[config.mk]
export PLATFORM = sky130hd
export DESIGN_NAME = isr_slave
export DESIGN_NICKNAME = d
export VERILOG_FILES = /design/src/rtl/isr_pkg.sv /design/src/rtl/isr_fifo.sv /design/src/rtl/isr_regmem.sv /design/src/rtl/isr_slave.sv
export SDC_FILE = /design/constraint.sdc
export NUM_CORES = 2
export LEC_CHECK = 0
export ABC_AREA = 0
export ABC_CLOCK_PERIOD_IN_PS = 2670
export CORE_MARGIN = 2
export CORE_UTILIZATION = 35
export DETAILED_ROUTE_END_ITERATION = 16
export DONT_BUFFER_PORTS = 1
export PLACE_DENSITY = 0.59
export REMOVE_ABC_BUFFERS = 1
export SLEW_MARGIN = 20
export SYNTH_ARGS = -nofsm -noshare
export SYNTH_HDL_FRONTEND = slang
export SYNTH_SLANG_ARGS = --single-unit
[constraint.sdc]
create_clock -name clk -period 2.67 [get_ports clk]
set_input_delay 0.6675 -clock clk [delete_from_list [all_inputs] [get_ports clk]]
set_output_delay 0.6675 -clock clk [all_outputs]
set_load 0.01 [all_outputs]
[src/rtl/isr_pkg.sv]
package isr_pkg;

  // fixed upper five bits of the 7-bit slave address (binary 01010)
  localparam logic [4:0] ISR_ADDR_FIXED = 5'h0A;
  // register address that selects the FIFO port instead of the register store
  localparam logic [7:0] ISR_FIFO_ADDR  = 8'h05;
  // register pointer value after reset
  localparam logic [7:0] ISR_PTR_RESET  = 8'h00;
  // byte returned when a FIFO-address read finds no byte waiting
  localparam logic [7:0] ISR_IDLE_BYTE  = 8'h00;
  // bit counter positions: last data bit and the acknowledge slot
  localparam logic [3:0] ISR_LAST_BIT   = 4'h7;
  localparam logic [3:0] ISR_ACK_SLOT   = 4'h8;
  localparam logic [3:0] ISR_CNT_RESET  = 4'h0;
  // widths and depths used as module parameter defaults
  localparam int ISR_DATA_W     = 8;
  localparam int ISR_FIFO_DEPTH = 16;
  localparam int ISR_REG_AW     = 8;
  // link rate ceiling and the clock rate, both in kHz
  localparam int ISR_LINK_MAX_KHZ = 5000;
  localparam int ISR_CLK_KHZ      = 40000;
  // fewest clock cycles in one half of the fastest legal scl period
  localparam int ISR_MIN_HALF_CYC = ISR_CLK_KHZ / (2 * ISR_LINK_MAX_KHZ);

  // transfer phase of the slave
  typedef enum logic [2:0] {
    ST_IDLE,   // bus free
    ST_ADDR,   // shifting the address byte
    ST_REG,    // shifting the register address byte
    ST_WRITE,  // shifting data bytes to store
    ST_READ,   // sending data bytes
    ST_SKIP    // not selected or read ended, wait for start or stop
  } isr_state_type;

  // sampled levels of the two link lines
  typedef struct packed {
    logic scl;
    logic sda;
  } isr_line_type;

  // one driver on the data line
  typedef struct packed {
    logic out;
    logic oe;
  } isr_drive_type;

  // one register store write
  typedef struct packed {
    logic [7:0] addr;
    logic [7:0] data;
  } isr_write_type;

endpackage

[src/rtl/isr_fifo.sv]
`timescale 1ns/10ps
module isr_fifo
  import isr_pkg::*;
#(
  parameter int WIDTH = ISR_DATA_W,
  parameter int DEPTH = ISR_FIFO_DEPTH
) (
  // clock and reset
  input  wire logic             clk,
  input  wire logic             rst_n,
  // filling side
  input  wire logic             in_valid,
  output logic                  in_ready,
  input  wire logic [WIDTH-1:0] in_data,
  // draining side
  output logic                  out_valid,
  input  wire logic             out_ready,
  output logic [WIDTH-1:0]      out_data
);
  localparam int AW = $clog2(DEPTH);

  logic [WIDTH-1:0] mem [DEPTH];   // storage words
  logic [AW-1:0]    wr_ptr;        // next word to fill
  logic [AW-1:0]    rd_ptr;        // next word to drain
  logic [AW:0]      count;         // words held
  logic [AW-1:0]    next_wr_ptr;
  logic [AW-1:0]    next_rd_ptr;
  logic [AW:0]      next_count;
  logic             do_push;
  logic             do_pop;

  // full and empty come straight from the count, so they never lie
  assign in_ready  = (count != (AW+1)'(DEPTH));
  assign out_valid = (count != '0);
  assign out_data  = mem[rd_ptr];
  assign do_push   = in_valid & in_ready;
  assign do_pop    = out_valid & out_ready;

  // pointer and count update
  always_comb begin
    next_wr_ptr = do_push ? wr_ptr + 1'b1 : wr_ptr;
    next_rd_ptr = do_pop ? rd_ptr + 1'b1 : rd_ptr;
    next_count  = count + (AW+1)'(do_push) - (AW+1)'(do_pop);
  end

  always_ff @(posedge clk or negedge rst_n) begin
    if (!rst_n) begin
      wr_ptr <= '0;
      rd_ptr <= '0;
      count  <= '0;
    end else begin
      wr_ptr <= next_wr_ptr;
      rd_ptr <= next_rd_ptr;
      count  <= next_count;
    end
  end

  // storage carries no reset; only written words are ever read
  always_ff @(posedge clk) begin
    if (do_push) begin
      mem[wr_ptr] <= in_data;
    end
  end

endmodule // isr_fifo

[src/rtl/isr_regmem.sv]
`timescale 1ns/10ps
module isr_regmem
  import isr_pkg::*;
#(
  parameter int AW = ISR_REG_AW,
  parameter int DW = ISR_DATA_W
) (
  // clock and reset
  input  wire logic          clk,
  input  wire logic          rst_n,
  // write port
  input  wire logic          we,
  input  wire logic [AW-1:0] waddr,
  input  wire logic [DW-1:0] wdata,
  // read port, data one cycle after the address
  input  wire logic [AW-1:0] raddr,
  output logic [DW-1:0]      rdata
);
  logic [DW-1:0] mem [2**AW];   // register store
  logic [DW-1:0] next_rdata;

  // read data are registered; the caller has many cycles per scl bit
  always_comb begin
    next_rdata = mem[raddr];
  end

  always_ff @(posedge clk or negedge rst_n) begin
    if (!rst_n) begin
      rdata <= '0;
    end else begin
      rdata <= next_rdata;
    end
  end

  // array write
  always_ff @(posedge clk) begin
    if (we) begin
      mem[waddr] <= wdata;
    end
  end

endmodule // isr_regmem

[src/rtl/isr_slave.sv]
// Behaviour
// - sda changes only while scl low
// - sda fall with scl high starts frame
// - sda rise with scl high ends frame
// - repeated start handled like plain start
// - bytes msb first, then acknowledge bit
// - receiver holds sda low in acknowledge
// - master nack ends read, slave releases
// - address 01010 plus two selectable bits
// - first byte after start is address
// - write frame: address, register, data bytes
// - fifo address: all data into fifo
// - read returns previously addressed register
// - read pointer increments except for fifo
// - slave never stretches the clock
// - keeper holds sda while scl high
// - push-pull pin address forces high bit 0
// - push-pull drivers only while scl low
// - general call ignored, no device id
`timescale 1ns/10ps
module isr_slave
  import isr_pkg::*;
#(
  parameter int FIFO_DEPTH = ISR_FIFO_DEPTH,
  parameter int REG_AW     = ISR_REG_AW
) (
  // clock and reset
  input  wire logic          clk,
  input  wire logic          rst_b,
  // link lines
  input  wire isr_line_type  bus_in,
  output isr_drive_type      sda_drv,
  output isr_drive_type      keeper,
  // configuration
  input  wire logic          push_pull_point_link,
  input  wire logic [1:0]    adr_pins,
  input  wire logic [1:0]    adr_nv,
  input  wire logic          adr_from_nv,
  // status
  output logic               bus_busy,
  // register store writes seen by the core
  output isr_write_type      reg_wr,
  output logic               reg_wr_valid,
  // bytes written to the fifo address, drained by the core
  output logic [7:0]         fifo_data,
  output logic               fifo_valid,
  input  wire logic          fifo_ready,
  // bytes the core offers for reads at the fifo address
  input  wire logic [7:0]    tx_data,
  input  wire logic          tx_valid,
  output logic               tx_ready
);

  logic [1:0]    rst_sync;       // reset release chain
  logic          rst_n;          // synchronised reset, active low
  isr_line_type  bus_q;          // previous sample of the lines
  isr_state_type state;          // transfer phase
  logic [3:0]    cnt;            // bit index, 8 is the acknowledge slot
  logic [7:0]    shift;          // received byte
  logic [7:0]    tx;             // bits still to send
  logic [7:0]    ptr;            // register pointer
  logic          drv_en;         // slave wants the data line
  logic          drv_bit;        // level the slave wants
  logic          keep;           // last level seen while scl low
  isr_state_type next_state;
  logic [3:0]    next_cnt;
  logic [7:0]    next_shift;
  logic [7:0]    next_tx;
  logic [7:0]    next_ptr;
  logic          next_drv_en;
  logic          next_drv_bit;
  logic          next_keep;
  logic          next_reg_wr_valid;
  isr_write_type next_reg_wr;
  logic          scl_rise;       // scl edge seen this cycle
  logic          scl_fall;
  logic          start_det;      // start or repeated start
  logic          stop_det;
  logic [1:0]    sel_bits;       // selectable address bits
  logic          addr_hit;       // address byte names this slave
  logic          push;           // byte into the fifo
  logic          push_ready;     // fifo has room
  logic          mem_we;         // byte into the register store
  logic [7:0]    mem_rdata;      // register at the pointer
  logic [7:0]    rd_byte;        // byte about to be sent

  // reset is asserted at once and released through two flops
  always_ff @(posedge clk or negedge rst_b) begin
    if (!rst_b) begin
      rst_sync <= 2'h0;
    end else begin
      rst_sync <= {rst_sync[0], 1'b1};
    end
  end
  assign rst_n = rst_sync[1];

  // edge and condition detection against the previous sample
  assign scl_rise  = bus_in.scl & ~bus_q.scl;
  assign scl_fall  = ~bus_in.scl & bus_q.scl;
  assign start_det = bus_in.scl & bus_q.scl & bus_q.sda & ~bus_in.sda;
  assign stop_det  = bus_in.scl & bus_q.scl & ~bus_q.sda & bus_in.sda;

  // pin strap loses its high bit on the push-pull link
  assign sel_bits = adr_from_nv ? adr_nv :
                    (push_pull_point_link ? {1'b0, adr_pins[0]} : adr_pins);
  // fixed bits are nonzero, so the general call address never matches
  assign addr_hit = (shift[7:1] == {ISR_ADDR_FIXED, sel_bits});

  // fifo address reads take the core's byte, or a filler when none waits
  assign rd_byte  = (ptr == ISR_FIFO_ADDR) ? (tx_valid ? tx_data : ISR_IDLE_BYTE) :
                    mem_rdata;

  // bit engine: sample on scl rise, act and change sda on scl fall
  always_comb begin
    next_state        = state;
    next_cnt          = cnt;
    next_shift        = shift;
    next_tx           = tx;
    next_ptr          = ptr;
    next_drv_en       = drv_en;
    next_drv_bit      = drv_bit;
    next_keep         = keep;
    next_reg_wr       = reg_wr;
    next_reg_wr_valid = 1'b0;
    push              = 1'b0;
    mem_we            = 1'b0;
    tx_ready          = 1'b0;
    // keeper follows the line only while scl is low
    if (!bus_in.scl) begin
      next_keep = bus_in.sda;
    end
    if (start_det) begin
      // any start restarts the address phase and drops our driver
      next_state  = ST_ADDR;
      // the master's next scl fall ends no bit: parking in the acknowledge
      // slot lets that fall clear the count, so the address takes 8 bits
      next_cnt    = ISR_ACK_SLOT;
      next_drv_en = 1'b0;
    end else if (stop_det) begin
      next_state  = ST_IDLE;
      next_cnt    = ISR_CNT_RESET;
      next_drv_en = 1'b0;
    end else if (state != ST_IDLE && state != ST_SKIP) begin
      if (scl_rise) begin
        if (cnt != ISR_ACK_SLOT) begin
          next_shift = {shift[6:0], bus_in.sda};
        end else if (state == ST_READ && bus_in.sda) begin
          // master withheld the acknowledge: stay off the line
          next_state  = ST_SKIP;
          next_drv_en = 1'b0;
        end
      end else if (scl_fall) begin
        if (cnt == ISR_LAST_BIT) begin
          // byte complete: prepare the acknowledge slot
          next_cnt     = ISR_ACK_SLOT;
          next_drv_en  = 1'b1;
          next_drv_bit = 1'b0;
          unique case (state)
            ST_ADDR: begin
              if (!addr_hit) begin
                next_state  = ST_SKIP;
                next_drv_en = 1'b0;
              end else if (shift[0]) begin
                next_state = ST_READ;
              end else begin
                next_state = ST_REG;
              end
            end
            ST_REG: begin
              next_ptr   = shift;
              next_state = ST_WRITE;
            end
            ST_WRITE: begin
              if (ptr == ISR_FIFO_ADDR) begin
                // a full fifo refuses the byte with a nack
                push        = push_ready;
                next_drv_en = push_ready;
              end else begin
                mem_we            = 1'b1;
                next_ptr          = ptr + 8'h01;
                next_reg_wr       = '{addr: ptr, data: shift};
                next_reg_wr_valid = 1'b1;
              end
            end
            ST_READ: begin
              next_drv_en = 1'b0;
            end
            ST_IDLE, ST_SKIP: begin
              next_drv_en = 1'b0;
            end
          endcase
        end else if (cnt == ISR_ACK_SLOT) begin
          next_cnt    = ISR_CNT_RESET;
          next_drv_en = 1'b0;
          if (state == ST_READ) begin
            // load the next byte and put its msb out
            next_drv_en  = 1'b1;
            next_drv_bit = rd_byte[7];
            next_tx      = {rd_byte[6:0], 1'b0};
            if (ptr == ISR_FIFO_ADDR) begin
              tx_ready = tx_valid;
            end else begin
              next_ptr = ptr + 8'h01;
            end
          end
        end else begin
          next_cnt = cnt + 4'h1;
          if (state == ST_READ) begin
            next_drv_bit = tx[7];
            next_tx      = {tx[6:0], 1'b0};
          end
        end
      end
    end
  end

  // engine registers
  always_ff @(posedge clk or negedge rst_n) begin
    if (!rst_n) begin
      bus_q        <= '{scl: 1'b1, sda: 1'b1};
      state        <= ST_IDLE;
      cnt          <= ISR_CNT_RESET;
      shift        <= 8'h00;
      tx           <= 8'h00;
      ptr          <= ISR_PTR_RESET;
      drv_en       <= 1'b0;
      drv_bit      <= 1'b1;
      keep         <= 1'b1;
      reg_wr       <= '0;
      reg_wr_valid <= 1'b0;
    end else begin
      bus_q        <= bus_in;
      state        <= next_state;
      cnt          <= next_cnt;
      shift        <= next_shift;
      tx           <= next_tx;
      ptr          <= next_ptr;
      drv_en       <= next_drv_en;
      drv_bit      <= next_drv_bit;
      keep         <= next_keep;
      reg_wr       <= next_reg_wr;
      reg_wr_valid <= next_reg_wr_valid;
    end
  end

  // sda driver: open drain pulls low only; push-pull lets go the moment scl
  // rises, which is why the enable is gated by the raw scl input
  always_comb begin
    if (push_pull_point_link) begin
      sda_drv.oe  = drv_en & ~bus_in.scl;
      sda_drv.out = drv_bit;
    end else begin
      sda_drv.oe  = drv_en & ~drv_bit;
      sda_drv.out = 1'b0;
    end
  end
  // there is no scl output at all, so the clock can never be held low

  // keeper holds the last level through the high phase when nobody drives
  assign keeper.oe  = push_pull_point_link & bus_in.scl & ~sda_drv.oe &
                      (state != ST_IDLE);
  assign keeper.out = keep;
  assign bus_busy   = (state != ST_IDLE);

  isr_fifo #(
    .WIDTH (8),
    .DEPTH (FIFO_DEPTH)
  ) u_fifo (
    .clk       (clk),
    .rst_n     (rst_n),
    .in_valid  (push),
    .in_ready  (push_ready),
    .in_data   (shift),
    .out_valid (fifo_valid),
    .out_ready (fifo_ready),
    .out_data  (fifo_data)
  );

  isr_regmem #(
    .AW (REG_AW),
    .DW (8)
  ) u_regmem (
    .clk   (clk),
    .rst_n (rst_n),
    .we    (mem_we),
    .waddr (ptr[REG_AW-1:0]),
    .wdata (shift),
    .raddr (ptr[REG_AW-1:0]),
    .rdata (mem_rdata)
  );
endmodule // isr_slave

# Yosys cells after proc, flatten, opt, wreduce, memory -nomap -nowiden
# Memories as Yosys holds them, arrays and structs flattened. A register that Yosys moved wholly into a read port is not among the register bits.
# Index checks and enable logic that the tools add are counted.
# totals
ramBits	2176
inputBits	20
memories	2
reg_bits	68
# classes
add_sub_neg	6
n_mux	77
bitwise	25
n_reduce_logical	23
n_eq_ne	16
# mem_list
memory	words	word_bits	rd	rd_clocked_by_memory_dff	wr	line_no	rtl
u_regmem.mem	256	8	1	1	1	isr_regmem.sv:19	logic [DW-1:0] mem [2**AW];
u_fifo.mem	16	8	1	0	1	isr_fifo.sv:22	logic [WIDTH-1:0] mem [DEPTH];
# ops
cell	count
8-bit two-way mux	9
1-bit two-way mux	45
3-bit two-way mux	10
4-bit two-way mux	7
8-bit case mux with 2 select lines	1
8-bit AND reduction	2
5-bit nonzero test	3
1-bit AND	14
4-bit by 1-bit adder with 4-bit output (second input constant)	3
6-bit AND reduction	2
1-bit NOT	11
5-bit AND reduction	2
3-bit nonzero test	3
8-bit by 1-bit adder with 8-bit output (second input constant)	1
8-bit by 3-bit == test with 1-bit output (second input constant)	1
4-bit != test (second input constant)	2
4-bit nonzero test	2
7-bit by 6-bit == test with 1-bit output	1
7-bit AND reduction	1
3-bit by 2-bit == test with 1-bit output (second input constant)	2
3-bit == test (second input constant)	2
2-bit two-way mux	3
3-bit by 1-bit != test with 1-bit output (second input constant)	2
3-bit case mux with 2 select lines	1
15 further kinds	17

# Longest topological paths before layout
# depth
word_depth	12
mapped_depth	16
depth_no_buf	15

# Cells and area by module
# Synthesis repeated with hierarchy kept, for this count alone.
# hier_totals
cells_unflattened	4421
hier_area_um2	88713.8
# by_module_without_submodules
mod	cells_each	instances	area_per_inst_um2
isr_regmem	3795	1	80038.0
isr_fifo	321	1	5748.0
isr_slave	305	1	2927.8

# Worst setup path before layout
# Ideal clock, no wire load.
# synth_timing
path_type	register to register
startpoint	reg shift[6]
endpoint	reg state[0]
path_stages_with_launch	6
slack_ns	-2.147
setup_ns	0.147
arrival_ns	4.670
path_cell_list	dfrtp_1 > nor4bb_1 > o2111ai_1 > or3_1 > a21oi_1 > o31ai_1
# synth_via
elab_chain_len	9
# synth_rtl
element	line_no	rtl
from (decl)	isr_slave.sv:59	logic [7:0] shift;
from (signal assigned)	isr_slave.sv:235	shift <= next_shift;
7-bit by 6-bit == test with 1-bit output	isr_slave.sv:107	assign addr_hit = (shift[7:1] == {ISR_ADDR_FIXED, sel_bits});
3-bit two-way mux	isr_slave.sv:160	if (!addr_hit) begin
3-bit case mux with 2 select lines	isr_slave.sv:158	unique case (state)
3-bit two-way mux	isr_slave.sv:153	if (cnt == ISR_LAST_BIT) begin
3-bit two-way mux	isr_slave.sv:152	end else if (scl_fall) begin
3-bit two-way mux	isr_slave.sv:144	if (scl_rise) begin
3-bit two-way mux	isr_slave.sv:143	end else if (state != ST_IDLE && state != ST_SKIP) begin
3-bit two-way mux	isr_slave.sv:139	end else if (stop_det) begin
3-bit two-way mux	isr_slave.sv:132	if (start_det) begin
to (signal assigned)	isr_slave.sv:233	state <= next_state;
to (decl)	isr_slave.sv:57	isr_state_type state;
# No other way between the ends. The select of a mux whose other input is x is not followed.
# A chain may end at the register's enable or synchronous reset.

# Worst setup path in the final report
# layout_timing
startpoint	reg u_fifo.rd_ptr[0]
endpoint	out fifo_data[4]
# layout_via
elab_chain_len	1
# layout_rtl
element	line_no	rtl
from (decl)	isr_fifo.sv:24	logic [AW-1:0] rd_ptr;
from (signal assigned)	isr_fifo.sv:53	rd_ptr <= next_rd_ptr;
memory 16 x 8 bit	n/a	
to (decl)	isr_slave.sv:45	output logic [7:0] fifo_data,
# No other way between the ends.

==> out/metrics.yaml <==
row_count: 182
synth_area_sq_mm: 0.0870
clock_path_buffers: 3
die_x_microns: 502
yosys-top-cells-count: "2176 x edfxtp_1, 552 x mux4_2, 271 x nor2_1"
syn2layout_area_growth_pct: 27.9
dp.final_hpwl_mm: 135
vias: 45100
cts-root-buf: "clkbuf_16"
synthTopCellsByArea: "edfxtp_1 75%, mux4_2 14%, a22oi_1 2.2%, dfrtp_1 2.0%, nor2_1 1.2%"
synth_edf_count: 2176
finalClockSkew_ns: 0.0452
r2r_cells: 12
antenna_found_initial: 5
hold_class: "in -> reg"
place_area_sq_mm: 0.0976
io_buffers: 0
ir_drop_mv: 0.968
gr-total-overflow: 0
io_pins: 52
clkTransAtPathRegs_ns: 0.06
p_total_mw: 103
cts_tree: "yes"
synthArstFlopShare: 0.0333
placed_cells: 7920
start_util: 0.353
synth-seq-cells: 2251
yosysTopAreaCell: "edfxtp_1"
yosys.area.top_type_share: 0.751
drtPass1Iterations: 5
power_switching_mw: 29.1
ys.flop_type: "edfxtp_1"
fmax_mhz: 306
hold_ws_ns: 0.165
crit_required_ns: 2.00
seq_power_share: 0.430
grt_max_degree: 216
p_int_mw: 73.7
start_kind: "flip-flop"
avgSynthCellArea_sq_um: 21.3
fin_cells: 8437
layout-drive-gt1-share: 0.441
drc: 0
netlist_instances: 4074
setup_violations: 2196
fin_nets: 4970
rsz0062_at_grt: "yes"
grt_pass1_wl_mm: 325
cts.sink_count: 2251
fin_ws_ns: -0.593
cp_data_arrival_time_ns: 2.60
drt-initial-drc-count: 4974
worstHoldPathCells: 4
worstSetupPathType: "reg -> out"
ys_seq_area_frac: 0.773
wirelength_mm: 224
p_comb_frac: 0.262
maxSlewHeadroom: 0.343
drv_cap: 0
hold_viol_final: 0
finalCritPeriodShare: 1.22
violations: "setup timing"
die_h_microns: 502
drv_slew: 0
cp_max_fo: 5
track_usage: 0.175
endpoint_kind: "output port"
p_per_area_mw_per_mm2: 924
worst_pin_slew_ns: 0.982
clock_latency_ns: 0.86
postRouteAntennaNets: 0
htree_levels: 4
cts_buffers: 224
stdcell_area_sq_mm: 0.111
pwr-share-clk: 0.308
vias_per_cell: 5.35
gp_congestion: 0.821
die_area_sq_mm: 0.252
status: "complete, but fails checks"
yosysUniqueCellTypes: 67
grt_pass1_vias: 45800
yosysMostFrequentCell: "edfxtp_1"
p_leak_nw: 36.1
ys.warnings.count: 0
swShare: 0.283
core_sq_mm: 0.246
post_drt_wl_per_cell_microns: 26.6
final.min_clock_period_ns: 3.26
==> kinds of logic after synthesis <==
logic type / Yosys count / synth area share
buffers and inverters: 276 / 0.0136
xor gates and xnor gates: 14 / 0.00150
DFF: 2251 / 0.773
and+or+nand+nor: 431 / 0.0237
other: 2 / 0.0000864
AOI/OAI and AO/OA: 500 / 0.0385
adders and majority gates: 21 / 0.00311
muxes: 579 / 0.146
==> area by class of cell <==
cell class,count,area [sq um]
Sequential cell,2251,67300
Tap cell,3312,4140
Fill cell,20700,135000
Inverter,22,87.6
Antenna cell,4,10.0
Multi-Input combinational cell,1554,21800
Clock buffer,294,5950
Timing Repair Buffer,876,10500
Clock inverter,124,1470
==> power groups by stage <==
stage | Clock [mW] | Sequential, mW | Combinational [mW]
after floorplan | 0 | 47.8 | 6.70
after global placement | 0 | 44.9 | 24.2
after detailed placement | 0 | 44.9 | 24.5
after CTS | 32.3 | 44.2 | 26.6
after global routing | 33.7 | 44.2 | 28.7
final | 31.6 | 44.2 | 27.0
==> sequential cells by signal, summed over array words and instances (netlist names), 2 cells and up <==
signal,count
u_regmem.mem,2048
u_fifo.mem,128
reg_wr,16
ptr,8
shift,8
u_regmem.rdata,8
tx,7
u_fifo.count,5
cnt,4
u_fifo.rd_ptr,4
u_fifo.wr_ptr,4
state,3
bus_q,2
rst_sync,2
==> path summary, 6_finish.rpt <==
| kind | start | endpoint | slack (ns) |
|---|---|---|---|
| setup / recovery | u_fifo.rd_ptr[0]$_DFFE_PN0P_ | fifo_data[4] | -0.59 |
| hold / removal | tx_valid | tx[7]$_DFFE_PN0P_ | 0.16 |
| setup reg to reg | ptr[0]$_DFFE_PN0P_ | u_regmem.rdata[6]$_DFF_PN0_ | -0.52 |
| hold reg to reg | rst_sync[0]$_DFF_PN0_ | rst_sync[1]$_DFF_PN0_ | 0.35 |
| max in group asynchronous | rst_sync[1]$_DFF_PN0_ | keep$_DFFE_PN1N_ | 1.55 |
| min in group asynchronous | rst_sync[1]$_DFF_PN0_ | reg_wr[0]$_DFFE_PN0P_ | 0.36 |
==> cells in the final DEF, fill, tap and decap left out, types with 12 or more instances in the layout <==
cell type,netlist,routed
buf_12,0,137
mux4_2,552,552
nand3_4,10,16
clkinv_2,0,36
nand2_1,50,47
a22oi_2,0,95
nand4_1,12,12
mux2_2,25,25
o41ai_2,0,18
buf_8,0,55
edfxtp_1,2176,2176
buf_16,0,23
a22oi_1,259,164
a21oi_1,159,117
nor2_1,271,15
nor2_4,1,257
buf_4,4,324
clkinv_1,0,39
dfrtp_1,71,59
o21ai_0,26,26
bufinv_16,0,27
buf_6,8,327
clkbuf_16,0,230
and2_1,24,15
clkbuf_1,161,64
inv_1,21,18
o41ai_4,0,13
ha_1,20,16
a21oi_2,0,35
==> critical path: stages, from the launching register on <==
cell and delay, ns:
dfrtp_2 0.37, buf_12 0.14, buf_12 0.13, mux4_2 0.55, mux4_2 0.57
==> routing by layer <==
metal	vias to the layer above	share of wire	global-route usage
li1	18900	-	-
met1	24200	0.42	0.248
met2	1688	0.48	0.281
met3	296	0.071	0.0297
met4	2	0.025	0.0445
met5	-	0.000058	0
==> through the flow <==
step           setup WS [ns]  TNS [ns]  utilization
4_1_cts               -0.699   -504.82        0.444
5_1_grt               -0.680   -728.02        0.451
2_1_floorplan         -19.80         -            -
3_3_place_gp          -0.764  -1001.90        0.396
6_report              -0.593   -590.65        0.451
3_5_place_dp          -0.747  -1026.16        0.396
==> timing repair <==
item,4_1_cts,5_1_grt
gates cloned,14,4
setup endpoints to repair,2197,2196
gates resized for setup,893,344
hold endpoints to repair,8,0
setup buffers,64,32
hold buffers,5,0
pin swaps,209,92
No activity file was read; power rests on OpenSTA's default activity.
